$ cat src/hw/dsc_cfg.svh
// constants for the debug stop control block: offsets, fields, resets
// assumes a wishbone slave with 32-bit data and byte addresses
// Behaviour
// - debug link uses two port pins only
// - disable bit frees data pin for gpio
// - enabled and attached: debugger owns data pin
// - core_flag_a under debug freezes timer peripherals
// - core_flag_a under debug freezes comm peripherals
// - link inoperative in deep sleep
`ifndef DSC_CFG_SVH
`define DSC_CFG_SVH

// ****************************************************************
// register map
// ****************************************************************
`define DSC_ADR_W 8
`define DSC_CTRL_OFF 8'h00
`define DSC_STAT_OFF 8'h04
`define DSC_CTRL_RST 32'h00000000
`define DSC_CTRL_MASK 32'h01000003

// ****************************************************************
// field positions
// ****************************************************************
`define DSC_SWD_DISABLE_BIT 24
`define DSC_TFRZ_BIT 0
`define DSC_CFRZ_BIT 1
`define DSC_ST_LINK_BIT 0
`define DSC_ST_ATT_BIT 1
`define DSC_ST_TFRZ_BIT 2
`define DSC_ST_CFRZ_BIT 3
`define DSC_ST_CLK_BIT 4

// ****************************************************************
// pins and sampling
// ****************************************************************
`define DSC_SWD_PINS 2
`define DSC_SYNC_STAGES 3

`endif

$ cat src/hw/dsc_pkg.sv
// types shared by the debug stop control block
// assumes dsc_cfg.svh is on the include path
`default_nettype none
`include "dsc_cfg.svh"

package dsc_pkg;

  // ****************************************************************
  // bus request carrier
  // ****************************************************************
  typedef struct packed {
    logic [`DSC_ADR_W-1:0] adr; // byte address
    logic [31:0] dat;           // write data
    logic [3:0] sel;            // byte lanes
    logic we;                   // write when high
  } dsc_wb_req_t;

  // freeze requests toward peripheral groups
  typedef struct packed {
    logic timer; // timer-class stop
    logic comm;  // comm-class stop
  } dsc_freeze_t;

  // bus answer state
  typedef enum logic [0:0] {
    BUS_IDLE,
    BUS_ACK
  } dsc_bus_st_t;

  // link state
  typedef enum logic [1:0] {
    LNK_OFF,
    LNK_IDLE,
    LNK_RUN
  } dsc_lnk_st_t;

endpackage : dsc_pkg

`default_nettype wire

$ cat src/hw/dsc_sync.sv
// three-stage pin synchroniser with agreement filter and edge pulses
// assumes pin is asynchronous to mclk
`default_nettype none

module dsc_sync (
  input wire logic mclk,
  input wire logic rst,
  input wire logic pin,
  output logic level,
  output logic rise,
  output logic fall
);

  // ****************************************************************
  // sampling chain
  // ****************************************************************
  logic [2:0] stg_ff;   // stage 0 is read only by stage 1
  logic [2:0] nxt_stg;
  logic lvl_ff;         // filtered level
  logic nxt_lvl;
  logic rise_ff;
  logic nxt_rise;
  logic fall_ff;
  logic nxt_fall;

  // next values: a change counts once stages 1 and 2 agree
  always_comb begin
    nxt_stg = {stg_ff[1:0], pin};
    nxt_lvl = lvl_ff;
    nxt_rise = 1'h0;
    nxt_fall = 1'h0;
    if (stg_ff[1] == stg_ff[2] && stg_ff[2] != lvl_ff) begin
      nxt_lvl = stg_ff[2];
      nxt_rise = stg_ff[2];
      nxt_fall = ~stg_ff[2];
    end
  end

  // registers only
  always_ff @(posedge mclk or posedge rst) begin
    if (rst) begin
      stg_ff <= 3'h0;
      lvl_ff <= 1'h0;
      rise_ff <= 1'h0;
      fall_ff <= 1'h0;
    end else begin
      stg_ff <= nxt_stg;
      lvl_ff <= nxt_lvl;
      rise_ff <= nxt_rise;
      fall_ff <= nxt_fall;
    end
  end

  assign level = lvl_ff;
  assign rise = rise_ff;
  assign fall = fall_ff;

endmodule : dsc_sync

`default_nettype wire

$ cat src/hw/dsc_top.sv
// debug stop control: swd pin ownership, port disable, freeze outputs
// assumes a debug core on mclk that decodes the serial protocol, a
// port block that drives the data pin as gpio, and a wishbone master
//
// The Wishbone interface to the registers and the address map were left to the implementer.
`default_nettype none
`include "dsc_cfg.svh"

module dsc_top
  import dsc_pkg::*;
(
  input wire logic mclk,
  input wire logic rst,
  // wishbone classic slave
  input wire logic wb_cyc_i,
  input wire logic wb_stb_i,
  input wire dsc_wb_req_t wb_req_i,
  output logic [31:0] wb_dat_o,
  output logic wb_ack_o,
  // serial clock pin, port 13 bit 7, input only
  input wire logic swclk_pin,
  // serial data pin, port 4 bit 0, three signals
  input wire logic swdio_in,
  output logic swdio_out,
  output logic swdio_oe_n,
  // debug core side
  input wire logic dbg_attached,
  input wire logic dbg_dio_out,
  input wire logic dbg_dio_drive,
  output logic dbg_clk_rise,
  output logic dbg_clk_fall,
  output logic dbg_dio_in,
  output logic dbg_link_en,
  // gpio side of the data pin
  input wire logic gpio_out,
  input wire logic gpio_drive,
  output logic gpio_in,
  // core and power state
  input wire logic core_flag_a,
  input wire logic deep_sleep,
  // freeze toward peripheral groups
  output dsc_freeze_t freeze_o
);

  // ****************************************************************
  // helpers
  // ****************************************************************

  // word hit on a register offset
  function automatic logic adr_hit(
    input logic [`DSC_ADR_W-1:0] adr,
    input logic [`DSC_ADR_W-1:0] off
  );
    adr_hit = (adr[`DSC_ADR_W-1:2] == off[`DSC_ADR_W-1:2]);
  endfunction : adr_hit

  // merge write data into a word under byte enables
  function automatic logic [31:0] lane_merge(
    input logic [31:0] old,
    input logic [31:0] dat,
    input logic [3:0] sel
  );
    logic [31:0] res;
    res = old;
    for (int i = 0; i < 4; i++) begin
      if (sel[i]) begin
        res[i*8 +: 8] = dat[i*8 +: 8];
      end
    end
    lane_merge = res;
  endfunction : lane_merge

  // ****************************************************************
  // pin sampling
  // ****************************************************************
  logic clk_lvl;  // filtered serial clock level
  logic clk_rise; // one-cycle edge pulses
  logic clk_fall;
  logic dio_lvl;  // filtered data pin level

  dsc_sync u_clk_sync (
    .mclk(mclk),
    .rst(rst),
    .pin(swclk_pin),
    .level(clk_lvl),
    .rise(clk_rise),
    .fall(clk_fall)
  );

  dsc_sync u_dio_sync (
    .mclk(mclk),
    .rst(rst),
    .pin(swdio_in),
    .level(dio_lvl),
    .rise(),
    .fall()
  );

  // ****************************************************************
  // register file
  // ****************************************************************
  logic [31:0] ctrl_ff;  // control word, spare bits held zero
  logic [31:0] nxt_ctrl;
  logic [31:0] rdat_ff;  // registered read data
  logic [31:0] nxt_rdat;
  dsc_bus_st_t bus_ff;   // answer state
  dsc_bus_st_t nxt_bus;
  logic [31:0] stat_w;   // live status word
  logic req_w;           // new request this cycle

  // field views of the control word
  logic swd_disable;
  logic timer_freeze_enable;
  logic comm_freeze_enable;
  assign swd_disable = ctrl_ff[`DSC_SWD_DISABLE_BIT];
  assign timer_freeze_enable = ctrl_ff[`DSC_TFRZ_BIT];
  assign comm_freeze_enable = ctrl_ff[`DSC_CFRZ_BIT];

  // a request is taken only when no answer is standing
  assign req_w = wb_cyc_i & wb_stb_i & (bus_ff == BUS_IDLE);

  // next values for bus and control
  always_comb begin
    nxt_ctrl = ctrl_ff;
    nxt_rdat = rdat_ff;
    nxt_bus = BUS_IDLE;
    case (bus_ff)
      BUS_IDLE: begin
        if (req_w) begin
          nxt_bus = BUS_ACK;
          nxt_rdat = 32'h00000000;
          if (wb_req_i.we) begin
            if (adr_hit(wb_req_i.adr, `DSC_CTRL_OFF)) begin
              nxt_ctrl = lane_merge(ctrl_ff, wb_req_i.dat,
                wb_req_i.sel) & `DSC_CTRL_MASK;
            end
          end else if (adr_hit(wb_req_i.adr, `DSC_CTRL_OFF)) begin
            nxt_rdat = ctrl_ff & `DSC_CTRL_MASK;
          end else if (adr_hit(wb_req_i.adr, `DSC_STAT_OFF)) begin
            nxt_rdat = stat_w;
          end
        end
      end
      BUS_ACK: begin
        // ack stands one cycle, then the master must drop stb
        nxt_bus = BUS_IDLE;
      end
      default: begin
        nxt_bus = BUS_IDLE;
      end
    endcase
  end

  always_ff @(posedge mclk or posedge rst) begin
    if (rst) begin
      ctrl_ff <= `DSC_CTRL_RST;
      rdat_ff <= 32'h00000000;
      bus_ff <= BUS_IDLE;
    end else begin
      ctrl_ff <= nxt_ctrl;
      rdat_ff <= nxt_rdat;
      bus_ff <= nxt_bus;
    end
  end

  assign wb_ack_o = (bus_ff == BUS_ACK);
  assign wb_dat_o = rdat_ff;

  // ****************************************************************
  // link state
  // ****************************************************************
  dsc_lnk_st_t lnk_ff;  // off, idle or running
  dsc_lnk_st_t nxt_lnk;
  logic link_en;        // port enabled and not in deep sleep
  logic owned;          // debugger owns the data pin

  // link off when disabled or in deep sleep
  assign link_en = ~swd_disable & ~deep_sleep;

  // next link state
  always_comb begin
    nxt_lnk = lnk_ff;
    case (lnk_ff)
      LNK_OFF: begin
        if (link_en) begin
          nxt_lnk = LNK_IDLE;
        end
      end
      LNK_IDLE: begin
        if (!link_en) begin
          nxt_lnk = LNK_OFF;
        end else if (dbg_attached) begin
          nxt_lnk = LNK_RUN;
        end
      end
      LNK_RUN: begin
        if (!link_en) begin
          nxt_lnk = LNK_OFF;
        end else if (!dbg_attached) begin
          nxt_lnk = LNK_IDLE;
        end
      end
      default: begin
        nxt_lnk = LNK_OFF;
      end
    endcase
  end

  // register the link state
  always_ff @(posedge mclk or posedge rst) begin
    if (rst) begin
      lnk_ff <= LNK_OFF;
    end else begin
      lnk_ff <= nxt_lnk;
    end
  end

  // attached and enabled: debugger owns the pin
  assign owned = (lnk_ff == LNK_RUN) & link_en;

  // ****************************************************************
  // pin mux and debug core feed
  // ****************************************************************
  logic dio_out_ff;  // registered pin data
  logic nxt_dio_out;
  logic oe_n_ff;     // registered enable, low drives
  logic nxt_oe_n;
  logic crise_ff;    // gated edge pulses to the debug core
  logic nxt_crise;
  logic cfall_ff;
  logic nxt_cfall;

  // next pin drive and core feed
  always_comb begin
    if (owned) begin
      nxt_dio_out = dbg_dio_out;
      nxt_oe_n = ~dbg_dio_drive;
    end else begin
      nxt_dio_out = gpio_out;
      nxt_oe_n = ~gpio_drive;
    end
    // no clock edges reach the core when off
    nxt_crise = clk_rise & link_en;
    nxt_cfall = clk_fall & link_en;
  end

  // register pin and feed
  always_ff @(posedge mclk or posedge rst) begin
    if (rst) begin
      dio_out_ff <= 1'h0;
      oe_n_ff <= 1'h1;
      crise_ff <= 1'h0;
      cfall_ff <= 1'h0;
    end else begin
      dio_out_ff <= nxt_dio_out;
      oe_n_ff <= nxt_oe_n;
      crise_ff <= nxt_crise;
      cfall_ff <= nxt_cfall;
    end
  end

  assign swdio_out = dio_out_ff;
  assign swdio_oe_n = oe_n_ff;
  assign dbg_clk_rise = crise_ff;
  assign dbg_clk_fall = cfall_ff;
  // data input held low to the core while the link is off
  assign dbg_dio_in = dio_lvl & link_en;
  assign dbg_link_en = link_en;
  // gpio reads the pin as seen; while owned it reads debug traffic
  assign gpio_in = dio_lvl;

  // ****************************************************************
  // freeze control
  // ****************************************************************
  dsc_freeze_t frz_ff;  // registered freeze levels
  dsc_freeze_t nxt_frz;

  // next freeze levels
  always_comb begin
    // timers stop while core_flag_a under debug
    nxt_frz.timer = owned & core_flag_a & timer_freeze_enable;
    // comm units stop while core_flag_a under debug
    nxt_frz.comm = owned & core_flag_a & comm_freeze_enable;
  end

  // register freeze levels
  always_ff @(posedge mclk or posedge rst) begin
    if (rst) begin
      frz_ff <= '0;
    end else begin
      frz_ff <= nxt_frz;
    end
  end

  assign freeze_o = frz_ff;

  // ****************************************************************
  // status word
  // ****************************************************************
  always_comb begin
    stat_w = 32'h00000000;
    stat_w[`DSC_ST_LINK_BIT] = link_en;
    stat_w[`DSC_ST_ATT_BIT] = owned;
    stat_w[`DSC_ST_TFRZ_BIT] = frz_ff.timer;
    stat_w[`DSC_ST_CFRZ_BIT] = frz_ff.comm;
    stat_w[`DSC_ST_CLK_BIT] = clk_lvl;
  end

endmodule : dsc_top

`default_nettype wire

$ cat config.mk
export PLATFORM = sky130hd
export DESIGN_NAME = dsc_top
export DESIGN_NICKNAME = d
export VERILOG_FILES = /design/src/hw/dsc_pkg.sv /design/src/hw/dsc_sync.sv /design/src/hw/dsc_top.sv
export VERILOG_INCLUDE_DIRS = /design/src /design/src/hw
export SDC_FILE = /design/constraint.sdc
export NUM_CORES = 1
export LEC_CHECK = 0
export ABC_CLOCK_PERIOD_IN_PS = 3200
export BUFFER_PORTS_ARGS = -buffer_cell sky130_fd_sc_hd__buf_2
export CAP_MARGIN = 20
export CORE_ASPECT_RATIO = 1.25
export CORE_UTILIZATION = 42
export DETAILED_ROUTE_END_ITERATION = 12
export PLACE_DENSITY = 0.86
export SLEW_MARGIN = 10
export SYNTH_ARGS = -nofsm -noshare
export SYNTH_HDL_FRONTEND = slang
export SYNTH_SLANG_ARGS = --single-unit
export TNS_END_PERCENT = 10
$ cat constraint.sdc
create_clock -name mclk -period 3.2 [get_ports mclk]
set_input_delay 0 -clock mclk [delete_from_list [all_inputs] [get_ports mclk]]
set_output_delay 0 -clock mclk [all_outputs]
set_load 0.05 [all_outputs]
==> impl.org <==
** Status
- The run finished with clean final reports.

** STA
- Worst hold-check slack :: 0.0264 ns
- The smallest clock period supported by the final layout is computed as 2.08 ns.
- Crit share post-route :: 64.8%
- Fmax :: 482 MHz
- Number of setup violations in the final report :: 0
- Slew HR :: 61.0%
- The number of failing hold endpoints at the final stage is 0.
- After routing, the total negative slack on setup checks comes to 0 ns.
- Setup repair after global routing missed its margin :: false
- The final-report max-slew violation count came to 0.
- Worst-margin pin slew :: 0.583 ns
- In the post-route analysis, the smallest setup slack over all paths is 1.12 ns.
- Worst clock skew on the final layout :: 0.00304 ns

** Clock tree
- Clock-pin slew reported for the worst setup and hold paths after clock tree synthesis :: 0.14 ns
- TritonCTS created 3 clock buffers.
- Clock tree from TritonCTS :: yes
- Counting every sink on the clock net gives 28.
- Clk buf depth :: 2
- Number of buffers added for setup after CTS :: 0
- CTS built an H-tree with a depth of 1.
- For the worst-skew pair, the clock arrives at the later sink with an insertion delay of 0.33 ns.
- The cell sitting at the root of the clock tree is a sky130_fd_sc_hd__clkbuf_4.

** Logic synthesis
- Top cells by area in the synthesized netlist :: sky130_fd_sc_hd__dfrtp_1 53%, sky130_fd_sc_hd__buf_4 15%, sky130_fd_sc_hd__mux2_1 3.6%
- Share of synthesized area occupied by flip-flops and latches :: 55.4%
- A synthesized cell averages 11.7 sq um.
- The largest total area in the synthesized netlist belongs to sky130_fd_sc_hd__dfrtp_1.
- Counting instances in the post-synthesis netlist gives the leading cell types as 27 x sky130_fd_sc_hd__dfrtp_1, 26 x sky130_fd_sc_hd__buf_4, 12 x sky130_fd_sc_hd__nand2_1.
- Yosys instantiated no cell more often than sky130_fd_sc_hd__dfrtp_1.
- Yosys mapped a number of flops with a built-in enable equal to 0.
- Synth Flop Type :: sky130_fd_sc_hd__dfrtp_1
- Cell count after synthesis :: 108
- Post-synth top area share :: 53.3%
- Counting distinct cell types in the post-synthesis netlist gives 29.
- Synthesis warning total :: 0
- Share of async-settable or async-resettable flops after synthesis :: 100%
- Synthesis inferred 28 register bits.
- In this run the cell area of the synthesized design comes to 1270 sq um.

** Pwr
- Across the VDD grid, the largest voltage drop is 0.259 mV.
- Summed over all cells, the static leakage comes to 0.859 nW.
- Post-layout power :: 0.767 mW
- Power Dens Cells :: 469 nW/um^2

** Cells and area
- Number of cells in the finished layout apart from fillers :: 200
- Fill cells in the final layout number 237.
- Area growth, synth to finish :: 29.0%
- Layout Nets :: 225
- Final cell area excluding filler cells :: 1640 sq um
- Final cell utilization of the core :: 59.3%
- Inserted Diodes :: 0
- Of the cells placed in the final design, the portion with a size suffix greater than 1 is 31.3%.

** GRT
- The via count of the first global-routing pass was 901.
- The number of antenna violations at the first check in global routing is 0.
- In the global route stage, overall resource usage came out at 17.8%.
- Pin count of the biggest net entering global routing :: 29
- Summed over all layers, the global routing overflow is 0.
- First-pass GRT wire length :: 4110 microns

** Min path
- The worst hold path begins at wb_req_i[43].
- The path with the worst hold slack has its endpoint at wb_dat_o[1].
- Hold Path Cell Cnt :: 4
- Worst Hold Class :: primary input to register

** Setup path
- The worst register-to-register path has a setup slack of 1.12 ns.
- Req. time, crit path :: 3.43 ns
- For the worst flop-to-flop path, the logic depth is 3.
- STA classifies the critical path startpoint as a register.
- Critical Path End Type :: register
- Crit path arrival time :: 2.30 ns
- R2r startpoint :: ctrl_ff[24]
- Critical path start-end classification :: register to register
- The endpoint identified for the worst register-to-register timing path is swdio_out.
- Max FO, Critical Path :: 5

** Detailed routing
- Wires add up to 2580 microns.
- The first TritonRoute pass finished after 4 iterations.
- Antenna violation net count after detailed routing :: 0
- Routed via count :: 946
- Wire length per cell :: 12.9 microns
- In the routed layout, each cell is associated on average with a via count of 4.73.
- Number of remaining DRC errors :: 0
- After the first detailed-routing iteration, the DRC count stood at 44.

** Die
- Area enclosed by the die boundary :: 3240 sq um
- 100 I/O pins were placed.
- The core region is 2760 sq um.
- Die outline width :: 51.1 microns
- The initialized floorplan defines 21 standard-cell rows.
- Starting utilization of the core area :: 45.9%
- The die is 63.4 microns tall.

** Placed design
- Dpl cells :: 180
- Before CTS, the worst setup slack after placement is 1.66 ns.
- Routability congestion estimate from global placement :: 0.757
- Count of buffers from port buffering :: 40
- Summed over all nets, the half-perimeter wirelength after detailed placement is 1750 microns.
- The placed instances occupy a cell area of 1410 sq um.

** Run
- Across the run, the number of max-cap violations was 0.
power by group:
part           switching, mW  internal (mW)  total [mW]  leakage (nW)
sequential           0.00829          0.368       0.376         0.362
combinational          0.121         0.0415       0.163         0.469
clock                  0.101          0.127       0.228        0.0279
registers in the layout, summed over array words and instances (netlist names):
signal	flops
dbg_clk_fall	1
lnk_ff	2
freeze_o	2
u_clk_sync.rise	1
u_dio_sync.level	1
swdio_out	1
u_dio_sync.stg_ff	3
wb_ack_o	1
u_clk_sync.level	1
u_clk_sync.stg_ff	3
wb_dat_o	6
u_clk_sync.fall	1
ctrl_ff	3
dbg_clk_rise	1
swdio_oe_n	1
critical path: stages, from the launching register on:
cell,delay [ns]
sky130_fd_sc_hd__dfrtp_1,0.46
sky130_fd_sc_hd__nor4b_2,0.59
sky130_fd_sc_hd__mux2_1,0.37
sky130_fd_sc_hd__dlygate4sd3_1,0.56
cells by family after synthesis:
group | synth area share [%]
fa+ha+maj | 1.58
xor+xnor | 0.691
mux | 5.92
flops | 55.4
compound gates | 3.45
buf+inv | 16.6
other cells | 0.296
simple gates | 16.1
cell usage in the layout, fill, tap and decap left out:
cell,instances
sky130_fd_sc_hd__nand3b_1,2
sky130_fd_sc_hd__nand2_1,12
sky130_fd_sc_hd__and2_1,3
sky130_fd_sc_hd__buf_2,40
sky130_fd_sc_hd__xor2_1,1
sky130_fd_sc_hd__nor3b_1,1
sky130_fd_sc_hd__o21ai_0,1
sky130_fd_sc_hd__nand3b_2,1
sky130_fd_sc_hd__inv_2,1
sky130_fd_sc_hd__dlygate4sd3_1,15
sky130_fd_sc_hd__mux2_1,4
sky130_fd_sc_hd__clkbuf_4,3
sky130_fd_sc_hd__inv_1,2
sky130_fd_sc_hd__dfstp_2,1
sky130_fd_sc_hd__buf_16,1
sky130_fd_sc_hd__nor4_1,1
sky130_fd_sc_hd__nor4b_2,1
sky130_fd_sc_hd__nor3_1,1
sky130_fd_sc_hd__o21ai_1,3
sky130_fd_sc_hd__mux2i_1,3
sky130_fd_sc_hd__nor4_4,1
sky130_fd_sc_hd__bufinv_16,1
sky130_fd_sc_hd__o31ai_1,2
sky130_fd_sc_hd__dfrtp_1,27
sky130_fd_sc_hd__o41ai_1,1
sky130_fd_sc_hd__nor4_2,1
sky130_fd_sc_hd__and3_1,3
sky130_fd_sc_hd__nand3_1,1
sky130_fd_sc_hd__maj3_1,2
sky130_fd_sc_hd__nor2_1,3
sky130_fd_sc_hd__conb_1,26
sky130_fd_sc_hd__or4_4,1
cell type report:
cell class / instances / area [sq um] / area share (%)
multi-input combinational: 75 / 449 / 27.5
timing repair buffer: 56 / 378 / 23.1
tap: 34 / 42.5 / 2.60
clock buffer: 3 / 22.5 / 1.38
sequential: 28 / 702 / 42.9
clock inverter: 1 / 30.0 / 1.84
inverter: 3 / 11.3 / 0.689
how the worst max path moves through the flow:
stage,from,endpoint,cells after the start,slack (ns)
floorplan,ctrl_ff[24],dbg_dio_in,2,1.47
global placement,wb_ack_o,ctrl_ff[0],3,1.68
detailed placement,wb_ack_o,ctrl_ff[24],3,1.66
CTS,ctrl_ff[24],swdio_out,3,1.13
global route,ctrl_ff[24],swdio_out,3,1.0
finish,ctrl_ff[24],swdio_out,3,1.12
timing repair:
item / 4_1_cts / 5_1_grt
setup endpoints to repair: 0 / 0
hold buffers: 15 / 0
resized for setup: 0 / 0
hold endpoints to repair: 39 / 0
metal layers:
| metal | part of all wire (%) | GRT usage (%) |
|---|---|---|
| met5 | 0 | 0 |
| met3 | 6.5 | 2.66 |
| met1 | 33 | 17.9 |
| met4 | 3.9 | 10.1 |
| met2 | 57 | 33.4 |
(Power assumes the default switching activity.)
